File: src/core/irq_pkg.sv
// Register map, bit positions and reset values of the interrupt status and mask block.
`default_nettype none

package irq_pkg;

    // Register bus widths.
    localparam int unsigned ADDR_W = 8;
    localparam int unsigned DATA_W = 32;

    // Byte addresses of the two registers.
    localparam logic [7:0] STATUS_ADDR = 8'h0C;
    localparam logic [7:0] MASK_ADDR   = 8'h10;

    // Reset values.
    localparam logic [31:0] STATUS_RESET = 32'h0000_0000;
    localparam logic [31:0] MASK_RESET   = 32'h8000_0000;

    // Bit positions inside the status and mask registers.
    localparam int unsigned SUMMARY_BIT        = 0;
    localparam int unsigned PHY_IRQ_BIT        = 1;
    localparam int unsigned BUS_RESET_BIT      = 2;
    localparam int unsigned CMD_RESET_BIT      = 3;
    localparam int unsigned SELF_ID_END_BIT    = 4;
    localparam int unsigned PHY_PACKET_BIT     = 5;
    localparam int unsigned BUSY_ACK_SENT_BIT  = 8;
    localparam int unsigned PHY_REG_READ_BIT   = 9;
    localparam int unsigned FIFO_ACCESS_BIT    = 10;
    localparam int unsigned HEADER_CRC_BIT     = 11;
    localparam int unsigned TCODE_ERROR_BIT    = 12;
    localparam int unsigned CYCLE_SECOND_BIT   = 13;
    localparam int unsigned CYCLE_START_BIT    = 14;

    // Status bits that hold sticky event flags; all others except summary bit 0 read as zero.
    localparam logic [31:0] FLAG_BITS = 32'h0000_7F3E;

    // Value returned for an unmapped read.
    localparam logic [31:0] UNMAPPED_DATA = 32'h0000_0000;

    // Event vector type, one bit per status position.
    typedef logic [31:0] word_t;

endpackage

`default_nettype wire

File: src/core/flag_bank_if.sv
// Interface carrying set, clear and flag vectors between the control logic and the flag bank.
`timescale 1ns/1ps
`default_nettype none

interface flag_bank_if;
    irq_pkg::word_t set_vec;
    irq_pkg::word_t clr_vec;
    irq_pkg::word_t flags;

    // The bank receives set and clear requests and returns the flags.
    modport bank
    (
        input  set_vec,
        input  clr_vec,
        output flags
    );

    // The control side drives requests and reads the flags.
    modport ctrl
    (
        output set_vec,
        output clr_vec,
        input  flags
    );
endinterface

`default_nettype wire

File: src/core/flag_bank.sv
// Sticky event flag bank with write-one-to-clear and set-over-clear priority.
`timescale 1ns/1ps
`default_nettype none

module flag_bank
(
    input  wire logic   ref_clk,
    input  wire logic   reset_n,
    flag_bank_if.bank   fb
);

    irq_pkg::word_t flags_ff;
    irq_pkg::word_t nxt_flags;

    // A clear drops only the bits it names, then any new event sets its bit again.
    always_comb
    begin
        nxt_flags = ((flags_ff & ~fb.clr_vec) | fb.set_vec) & irq_pkg::FLAG_BITS; // RULE19
    end

    // A device reset empties the bank, as does a host write of ones to every set flag; a serial bus reset is just another event.
    always_ff @(posedge ref_clk or negedge reset_n)
    begin
        if (!reset_n)
        begin
            flags_ff <= irq_pkg::STATUS_RESET; // RULE1
        end
        else
        begin
            flags_ff <= nxt_flags; // RULE4
        end
    end

    assign fb.flags = flags_ff;

endmodule

`default_nettype wire

File: src/core/link_interrupt_status_mask.sv
// Interrupt status and mask register pair with summary bit and active-low interrupt output.
//
// Summary of operation
// RULE1 - Status clears to zero at device reset; serial bus reset leaves it alone.
// RULE2 - Mask resets to 8000_0000h; serial bus reset leaves it alone.
// RULE3 - A flag reaches the interrupt only while its mask bit is one.
// RULE4 - Flags are recorded and readable even while masked.
// RULE5 - Status bit 0 reads one when any enabled flag is set.
// RULE6 - The interrupt pin is the inverse of the summary bit.
// RULE7 - Bit 1 sets when the PHY signals an interrupt to the link.
// RULE8 - Bit 2 sets when the PHY finishes initialization or sees bus reset.
// RULE9 - Bit 3 sets on a command reset write; receive FIFO stores the packet.
// RULE10 - Bit 4 sets when the link sees the end of self-ID.
// RULE11 - Bit 5 sets when the receiver takes in a PHY packet.
// RULE12 - Bit 8 sets when receive overflow forces a busy acknowledge.
// RULE13 - Bit 9 sets when a PHY register value lands in the access register.
// RULE14 - Bit 10 sets when the transmit FIFO access sequence is violated.
// RULE15 - Bit 11 sets on a header CRC error for a possibly local packet.
// RULE16 - Bit 12 sets when the transmitter finds an invalid transaction code.
// RULE17 - Bit 13 sets when the cycle timer seconds count increments.
// RULE18 - Bit 14 sets when a cycle-start packet is sent or received.
// RULE19 - Flags stay set until the host writes one; writing zero keeps them.
`timescale 1ns/1ps
`default_nettype none

module link_interrupt_status_mask
(
    input  wire logic                        ref_clk,
    input  wire logic                        reset_n,
    // Register port.
    input  wire logic [irq_pkg::ADDR_W-1:0]  reg_addr,
    input  wire logic [irq_pkg::DATA_W-1:0]  reg_wr_data,
    input  wire logic                        reg_wr_en,
    input  wire logic                        reg_rd_en,
    output logic      [irq_pkg::DATA_W-1:0]  reg_rd_data,
    // One-cycle event strobes from the device's own logic.
    input  wire logic                        phy_irq_evt,
    input  wire logic                        bus_reset_evt,
    input  wire logic                        cmd_reset_evt,
    input  wire logic                        self_id_end_evt,
    input  wire logic                        phy_packet_evt,
    input  wire logic                        busy_ack_sent_evt,
    input  wire logic                        phy_reg_read_evt,
    input  wire logic                        fifo_access_error_evt,
    input  wire logic                        header_crc_error_evt,
    input  wire logic                        tcode_error_evt,
    input  wire logic                        cycle_second_evt,
    input  wire logic                        cycle_start_evt,
    // Interrupt to the host bus interface, low while an enabled flag is pending.
    output logic                             irq_out_n,
    // Level copy of the summary bit for the rest of the device.
    output logic                             irq_summary
);

    // Address decode helper used by both the write and read paths.
    function automatic logic addr_hit
    (
        input logic [irq_pkg::ADDR_W-1:0] addr,
        input logic [irq_pkg::ADDR_W-1:0] target
    );
        addr_hit = (addr == target);
    endfunction

    // Enabled flags reduced to one bit, used for the summary and the pin.
    function automatic logic any_enabled
    (
        input irq_pkg::word_t flags,
        input irq_pkg::word_t mask
    );
        any_enabled = |(flags & mask & irq_pkg::FLAG_BITS);
    endfunction

    flag_bank_if fb ();

    irq_pkg::word_t                 mask_ff;
    logic [irq_pkg::DATA_W-1:0]     rd_data_ff;
    logic                           irq_out_n_ff;
    logic                           summary_ff;
    irq_pkg::word_t                 nxt_set;
    logic                           status_wr;
    logic                           mask_wr;
    logic                           summary_now;

    // Register write decode.
    assign status_wr = reg_wr_en && addr_hit(reg_addr, irq_pkg::STATUS_ADDR);
    assign mask_wr   = reg_wr_en && addr_hit(reg_addr, irq_pkg::MASK_ADDR);

    // Gather the event strobes into their status positions.
    always_comb
    begin
        nxt_set = '0;
        nxt_set[irq_pkg::PHY_IRQ_BIT]       = phy_irq_evt;           // RULE7
        nxt_set[irq_pkg::BUS_RESET_BIT]     = bus_reset_evt;         // RULE8
        nxt_set[irq_pkg::CMD_RESET_BIT]     = cmd_reset_evt;         // RULE9
        nxt_set[irq_pkg::SELF_ID_END_BIT]   = self_id_end_evt;       // RULE10
        nxt_set[irq_pkg::PHY_PACKET_BIT]    = phy_packet_evt;        // RULE11
        nxt_set[irq_pkg::BUSY_ACK_SENT_BIT] = busy_ack_sent_evt;     // RULE12
        nxt_set[irq_pkg::PHY_REG_READ_BIT]  = phy_reg_read_evt;      // RULE13
        nxt_set[irq_pkg::FIFO_ACCESS_BIT]   = fifo_access_error_evt; // RULE14
        nxt_set[irq_pkg::HEADER_CRC_BIT]    = header_crc_error_evt;  // RULE15
        nxt_set[irq_pkg::TCODE_ERROR_BIT]   = tcode_error_evt;       // RULE16
        nxt_set[irq_pkg::CYCLE_SECOND_BIT]  = cycle_second_evt;      // RULE17
        nxt_set[irq_pkg::CYCLE_START_BIT]   = cycle_start_evt;       // RULE18
    end

    // Write-one-to-clear requests go to the flag bank only on a status write.
    assign fb.set_vec = nxt_set;
    assign fb.clr_vec = status_wr ? reg_wr_data : '0; // RULE19

    flag_bank u_flag_bank
    (
        .ref_clk (ref_clk),
        .reset_n (reset_n),
        .fb      (fb)
    );

    // Mask register; only reset and host writes change it, never a bus reset.
    always_ff @(posedge ref_clk or negedge reset_n)
    begin
        if (!reset_n)
        begin
            mask_ff <= irq_pkg::MASK_RESET; // RULE2
        end
        else if (mask_wr)
        begin
            mask_ff <= reg_wr_data;
        end
    end

    // Summary of the flags whose mask bits are set.
    assign summary_now = any_enabled(fb.flags, mask_ff); // RULE3

    // Registered summary and inverted pin, one cycle behind the flags.
    always_ff @(posedge ref_clk or negedge reset_n)
    begin
        if (!reset_n)
        begin
            summary_ff   <= 1'b0;
            irq_out_n_ff <= 1'b1;
        end
        else
        begin
            summary_ff   <= summary_now;  // RULE5
            irq_out_n_ff <= ~summary_now; // RULE6
        end
    end

    // Read data stands for the cycle after the read strobe only.
    always_ff @(posedge ref_clk or negedge reset_n)
    begin
        if (!reset_n)
        begin
            rd_data_ff <= irq_pkg::UNMAPPED_DATA;
        end
        else if (!reg_rd_en)
        begin
            rd_data_ff <= irq_pkg::UNMAPPED_DATA;
        end
        else if (addr_hit(reg_addr, irq_pkg::STATUS_ADDR))
        begin
            rd_data_ff <= fb.flags | {{(irq_pkg::DATA_W-1){1'b0}}, summary_now}; // RULE5
        end
        else if (addr_hit(reg_addr, irq_pkg::MASK_ADDR))
        begin
            rd_data_ff <= mask_ff;
        end
        else
        begin
            rd_data_ff <= irq_pkg::UNMAPPED_DATA;
        end
    end

    assign reg_rd_data = rd_data_ff;
    assign irq_out_n   = irq_out_n_ff;
    assign irq_summary = summary_ff;

endmodule

`default_nettype wire

File: config.mk
export PLATFORM = sky130hd
export DESIGN_NAME = link_interrupt_status_mask
export DESIGN_NICKNAME = d
export VERILOG_FILES = /design/src/core/irq_pkg.sv /design/src/core/flag_bank_if.sv /design/src/core/flag_bank.sv /design/src/core/link_interrupt_status_mask.sv
export SDC_FILE = /design/constraint.sdc
export NUM_CORES = 1
export LEC_CHECK = 0
export BUFFER_PORTS_ARGS = -buffer_cell sky130_fd_sc_hd__buf_2
export CAP_MARGIN = 20
export CORE_MARGIN = 2
export CORE_UTILIZATION = 55
export DETAILED_ROUTE_END_ITERATION = 12
export HOLD_SLACK_MARGIN = 0.15
export PLACE_DENSITY = 0.91
export SYNTH_ARGS = -nofsm -noshare
export SYNTH_HDL_FRONTEND = slang
export SYNTH_SLANG_ARGS = --single-unit
File: constraint.sdc
create_clock -name ref_clk -period 3 [get_ports ref_clk]
set_clock_uncertainty 0.05 [all_clocks]
set_input_delay 0.15 -clock ref_clk [delete_from_list [all_inputs] [get_ports ref_clk]]
set_output_delay 0.15 -clock ref_clk [all_outputs]
set_load 0.01 [all_outputs]
==> results of run 1 <==
-- cells by family (layout without fill, tap and decap cells) --
kind of cell | Yosys count | count (layout)
compound gates | 32 | 32
simple gates | 47 | 47
buf+inv | 10 | 169
mux | 32 | 32
flops | 78 | 78
-- through the flow --
step / util / std cells / power [µW] / hold slack, ps / setup WS [ps]
5_1_grt: 0.8049 / 430 / 2178 / 455.9 / 826.9
3_5_place_dp: 0.6553 / 354 / 1256 / 284.5 / 977.7
2_1_floorplan: - / 199 / 1171 / -195.6 / 1596
6_report: 0.8049 / 430 / 2112 / 414.0 / 901.3
3_3_place_gp: 0.6553 / 354 / 1248 / 277.3 / 1026
4_1_cts: 0.8049 / 430 / 2093 / 428.5 / 1002
-- synth_stat cells --
library cell | instances | area [µm²]
a21o_1 | 12 | 90.09
a21oi_1 | 1 | 5.000
a22o_1 | 12 | 105.1
a22oi_1 | 6 | 45.04
and2_1 | 19 | 118.9
and3_1 | 1 | 6.260
buf_2 | 2 | 10.01
buf_6 | 4 | 45.04
clkbuf_1 | 2 | 7.510
dfrtp_1 | 76 | 1902
dfstp_2 | 2 | 52.55
inv_1 | 2 | 7.510
mux2_2 | 2 | 22.52
mux2_4 | 30 | 450.4
nand2_1 | 18 | 67.56
nand3_2 | 1 | 10.01
nand4bb_2 | 1 | 16.27
nor2_1 | 1 | 3.750
nor3_1 | 1 | 5.000
nor3_4 | 1 | 16.27
nor4_2 | 1 | 12.51
nor4b_2 | 1 | 15.01
o31ai_1 | 1 | 7.510
or3_1 | 1 | 6.260
or4_4 | 1 | 11.26
-- power by group through the flow --
stage               registers (µW)  clock network [µW]  logic [µW]
floorplan                     1120                   0        49.9
global placement              1120                   0         130
detailed placement            1120                   0         135
CTS                           1100                 809         182
global route                  1110                 868         203
finish                        1100                 821         187
-- worst max-delay path, cell delays in order --
cell and delay (ps):
buf_2 110, or4_4 540, nor3_4 510, nand2_1 180
a21o_1 210, dlygate4sd3_1 570
-- metal layers --
metal  share of wire  global-route usage  wire [µm]  vias up
met5               0                   0          0        -
met4           0.032              0.1105        241        0
met3           0.045             0.05632        335       22
met2            0.52              0.4474       3899       93
met1            0.41              0.3291       3047     1121
li1                -                   -          -      998
-- final cells by class --
cell class                      instances  area (µm²)  share of cell area
Inverter                                2       7.507            0.001726
Timing Repair Buffer                  151        1076              0.2473
Tap cell                               72       90.09             0.02071
Sequential cell                        78        1954              0.4492
Clock buffer                           10       137.6             0.03164
Multi-Input combinational cell        111        1015              0.2332
Clock inverter                          6       70.07             0.01611
-- how the worst max path moves through the flow --
stage / start / to / slack, ps / cells after the start
detailed placement: reg_addr[2] / mask_ff[12] / 980 / 5
CTS: reg_addr[1] / u_flag_bank.fb.flags[12] / 1000 / 6
global placement: reg_addr[2] / mask_ff[2] / 1030 / 5
global route: reg_addr[1] / u_flag_bank.fb.flags[10] / 830 / 6
finish: reg_addr[1] / u_flag_bank.fb.flags[10] / 900 / 6
floorplan: reg_addr[1] / u_flag_bank.fb.flags[10] / 1600 / 5
-- flip-flops by register name, summed over array words and instances (netlist names) --
| signal | cells |
|---|---|
| mask_ff | 32 |
| irq_out_n | 1 |
| reg_rd_data | 32 |
| u_flag_bank.fb.flags | 12 |
| irq_summary | 1 |
==> metrics.cfg, run 1 <==
[floorplanning]
ios = 90
die_width_um = 78.34
die_y_um = 78.34
coreArea_um2 = 5405
die-area_um2 = 6136
num_rows = 27
initial_core_util = 0.5623

[clocking]
clkLatencyLatePin_ps = 350
root_buffer = clkbuf_8
post_cts_buffers = 0
clock-sinks = 78
cts_tree = yes
clk_path_buf_depth = 2
cts_hold_buf = 60
h-tree-depth = 3
path_clk_slew_ps = 90
cts_buffers = 9
post_cts_resize_count = 0

[final_layout]
final_common_cell = buf_2
area_growth_pct = 43.15
design_area_um2 = 4350
fillers = 303
drive_above_1_share = 0.4106
nets = 409
antenna_cells = 0
layout_common_cells = 88 x buf_2, 76 x dfrtp_1, 60 x dlygate4sd3_1

[power]
switching_share = 0.2404
pwr-share-comb = 0.089
switchingPower_uw = 507.7
p_leak_uw = 0.002234
clkPwrFrac = 0.389
power_frac_seq = 0.523
internal_power_uw = 1605
ir_worst_vdd_v = 0.0002982
power_density_nw_per_um2 = 485.5

[grt]
antenna_found_initial = 0
grt_usage = 0.2633
grt_pass1_wl_um = 12160
grt_pass1_vias = 2423
overflow = 0
grt_max_degree = 79

[worst_setup_path]
required_ps = 3170
reg2reg_slack_ps = 1050
reg2reg_to = reg_rd_data[0]
rr_worst_depth = 5
end_kind = flop
crit_arrival_ps = 2270
worstSetupPathType = in -> reg
setup.worst_path.start_class = input port
critPathMaxFanout = 12
r2r-start = u_flag_bank.fb.flags[4]

[sta]
min_period_ps = 2099
tns_ps = 0
rsz0062_at_grt = no
setup_violations = 0
worstMarginPinSlew_ps = 933.7
max_freq_mhz = 476.5
maxSlewHeadroom = 0.3752
fin_crit_sh = 0.6996
hold_viol = 0
slew_viol_final = 0

[synthesis]
synthSimpleGateAreaFrac = 0.09510
ys_seq_elements = 78
yosysUniqueCellTypes = 25
yosys_warnings = 0
ys_seq_area_frac = 0.6431
muxShareOfSynthArea = 0.1556
syn_inst = 199
synth-compound-area-share = 0.08316
syn_area_um2 = 3039
synth_xor_area_frac = 0
yosys.area_share.adder = 0
avgSynthCellArea_um2 = 15.27
synth_top_family_by_area = multiplexers
syn_nets = 255

[detailed_routing]
wl_per_cell_um = 17.50
vias_per_cell = 5.195
ant_nets = 0
post-route-drc-count = 0
totalWireLength_um = 7523
vias = 2234
firstDrtPassIters = 4
drt_iter0_drc = 188

[placement]
placed_area_um2 = 3542
place_hpwl_um = 4160
portBuffers = 89
place.gp.congestion = 0.7964

[worst_hold_path]
min_path_type = in -> async

[run]
maxCapViolations = 0

[outcome]
status = completed

(Power assumes the default switching activity.)
==> run 2: changes to the inputs <==
--- a/config.mk
+++ b/config.mk
@@ -8,10 +8,10 @@
 export BUFFER_PORTS_ARGS = -buffer_cell sky130_fd_sc_hd__buf_2
 export CAP_MARGIN = 20
 export CORE_MARGIN = 2
-export CORE_UTILIZATION = 55
+export CORE_UTILIZATION = 46
 export DETAILED_ROUTE_END_ITERATION = 12
 export HOLD_SLACK_MARGIN = 0.15
-export PLACE_DENSITY = 0.91
+export PLACE_DENSITY = 0.82
 export SYNTH_ARGS = -nofsm -noshare
 export SYNTH_HDL_FRONTEND = slang
 export SYNTH_SLANG_ARGS = --single-unit
==> constraint.sdc (replaced) <==
create_clock -name ref_clk -period 1.75 [get_ports ref_clk]
set_clock_uncertainty 0.05 [all_clocks]
set_input_delay 0.0875 -clock ref_clk [delete_from_list [all_inputs] [get_ports ref_clk]]
set_output_delay 0.0875 -clock ref_clk [all_outputs]
set_load 0.01 [all_outputs]
==> run 2 against run 1 <==
Clock power rose by 80%. Worst hold slack got worse by 220 ps. Critical path depth rose by 1. Register-to-register slack got worse by 700 ps. Core utilization fell by 11 points. Via count fell by 2.1%. Cell count rose by 3.3%. Non-clock buffer count rose by 9. Final area rose by 2.5%. First-iteration DRC count fell by 32%. Die area rose by 19%. Critical endpoint is now u_flag_bank.fb.flags[13]. Largest power group unchanged.
==> metrics.cfg, run 2 (synthesis results as in run 1) <==
[detailed_routing]
firstDrtPassIters = 4  ; unchanged
wl_per_cell_um = 16.15  ; -7.7%
vias_per_cell = 4.923  ; -5.2%
post-route-drc-count = 0  ; unchanged
drt_iter0_drc = 128  ; -32%
totalWireLength_um = 7170  ; -4.7%
vias = 2186  ; -2.1%
ant_nets = 0  ; unchanged

[worst_setup_path]
end_kind = flop
critPathMaxFanout = 12  ; unchanged
rr_worst_depth = 3  ; -2
setup.worst_path.start_class = input port
worstSetupPathType = in -> reg
crit_arrival_ps = 1910  ; -360 ps
path_buf_inv = 3  ; +1
worst_path_max_delay_cell = dlygate4sd3_1
crit_path_end = u_flag_bank.fb.flags[13]
cp-startpoint = reg_addr[1]
reg2reg_slack_ps = 350  ; -700 ps
path_depth = 7  ; +1
path_cells = buf_2, or4_4, nor3_4, buf_6, nand2_1, a21o_1, dlygate4sd3_1
path_delay_family = buffers and inverters
reg2reg_to = irq_summary
required_ps = 1920  ; -1250 ps
r2r-start = u_flag_bank.fb.flags[5]
critPathMaxStageDelay_ps = 560  ; about the same

[sta]
max_freq_mhz = 573.3
rsz0062_at_grt = no
worstMarginPinSlew_ps = 496.9  ; -436.8 ps
slew_viol_final = 0  ; unchanged
hold_viol = 0  ; unchanged
maxSlewHeadroom = 0.6687  ; +0.2935
setup_violations = 0  ; unchanged
min_period_ps = 1744
fin_crit_sh = 0.9967
tns_ps = 0  ; unchanged
hold_slack_ps = 198.9  ; -215.1 ps

[final_layout]
nets = 418  ; +2.2%
design_area_um2 = 4459  ; +2.5%
layout_common_cells = 88 x buf_2, 76 x dfrtp_1, 63 x dlygate4sd3_1
drive_above_1_share = 0.4169  ; +0.006279
final_common_cell = buf_2
area_growth_pct = 46.73
fillers = 431  ; +42%
antenna_cells = 0  ; unchanged

[run]
maxCapViolations = 0  ; unchanged

[floorplanning]
ios = 90  ; unchanged
die-area_um2 = 7273  ; +19%
coreArea_um2 = 6386  ; +18%
die_y_um = 85.28  ; +8.9%
die_width_um = 85.28  ; +8.9%
num_rows = 29  ; +7.4%
initial_core_util = 0.4759  ; -0.08637

[clocking]
clk_path_buf_depth = 2  ; unchanged
root_buffer = clkbuf_8
cts_tree = yes
post_cts_buffers = 0  ; unchanged
clock-sinks = 78  ; unchanged
cts_buffers = 9  ; unchanged
path_clk_slew_ps = 80  ; about the same
clkLatencyLatePin_ps = 350  ; about the same
h-tree-depth = 3  ; unchanged

[worst_hold_path]
min_path_type = in -> async

[power]
p_leak_uw = 0.002296  ; +2.8%
power_density_nw_per_um2 = 829.4  ; +71%
ir_worst_vdd_v = 0.0005529  ; +85%

[placement]
place_hpwl_um = 4201  ; +1.0%
place.gp.congestion = 0.8163  ; +2.5%
portBuffers = 89  ; unchanged
placed_area_um2 = 3593  ; +1.4%

[outcome]
status = completed

[grt]
grt_usage = 0.2132  ; -0.05002
grt_pass1_wl_um = 11760  ; -3.2%
antenna_found_initial = 0  ; unchanged
grt_pass1_vias = 2394  ; -1.2%
overflow = 0  ; unchanged
grt_max_degree = 40  ; -49%

[run 2: layer usage]
metal	vias up	GRT usage	wire (µm)
li1	1021	-	-
met1	1082	0.2651	2951
met2	67	0.3587	3774
met3	16	0.04767	263
met4	0	0.09235	180
met5	-	0	0
[run 2: worst reg2reg max path, delay by kind of cell (launching register included)]
family	cells	cell delay, ps
AO/OA/AOI/OAI	1	250
flip-flops	1	410
AND/OR/NAND/NOR	2	550
[run 2: metrics by stage]
| stage | power (µW) | util | worst slack [ps] | cells |
|---|---|---|---|---|
| after floorplan | 2008 | - | 408.5 | 199 |
| after global placement | 2149 | 0.5627 | 222.9 | 365 |
| after detailed placement | 2157 | 0.5627 | 211.0 | 365 |
| after CTS | 3704 | 0.6963 | 22.20 | 444 |
| after global routing | 3854 | 0.6983 | 0.9073 | 444 |
| final | 3698 | 0.6983 | 5.795 | 444 |
[run 2: repair_timing]
item                                   in CTS  in global routing
endpoints found under the hold margin     123                  0
gates resized for setup                     0                  2
setup endpoints to repair                   0                 11
hold buffers                               63                  0
[run 2: how the worst min path moves through the flow]
stage | endpoint | startpoint | slack, ps
CTS | mask_ff[21] | reset_n | 210
global route | mask_ff[21] | reset_n | 240
floorplan | irq_summary | reset_n | -260
global placement | mask_ff[21] | reset_n | 40
finish | mask_ff[21] | reset_n | 200
detailed placement | mask_ff[21] | reset_n | 40
[run 2: where the power goes]
part | total (µW) | switching, µW | internal (µW)
sequential | 1890 | 27.4 | 1860
clock | 1480 | 645 | 837
combinational | 331 | 133 | 198
total | 3700 | 805 | 2890
[run 2: cell type report]
cell class                      instances  area, µm²  share of cell area
Tap cell                               77      96.34             0.02160
Clock inverter                          6      85.08             0.01908
Multi-Input combinational cell        111       1023              0.2295
Sequential cell                        78       1954              0.4383
Timing Repair Buffer                  160       1155              0.2590
Clock buffer                           10      137.6             0.03086
Inverter                                2      7.507            0.001684
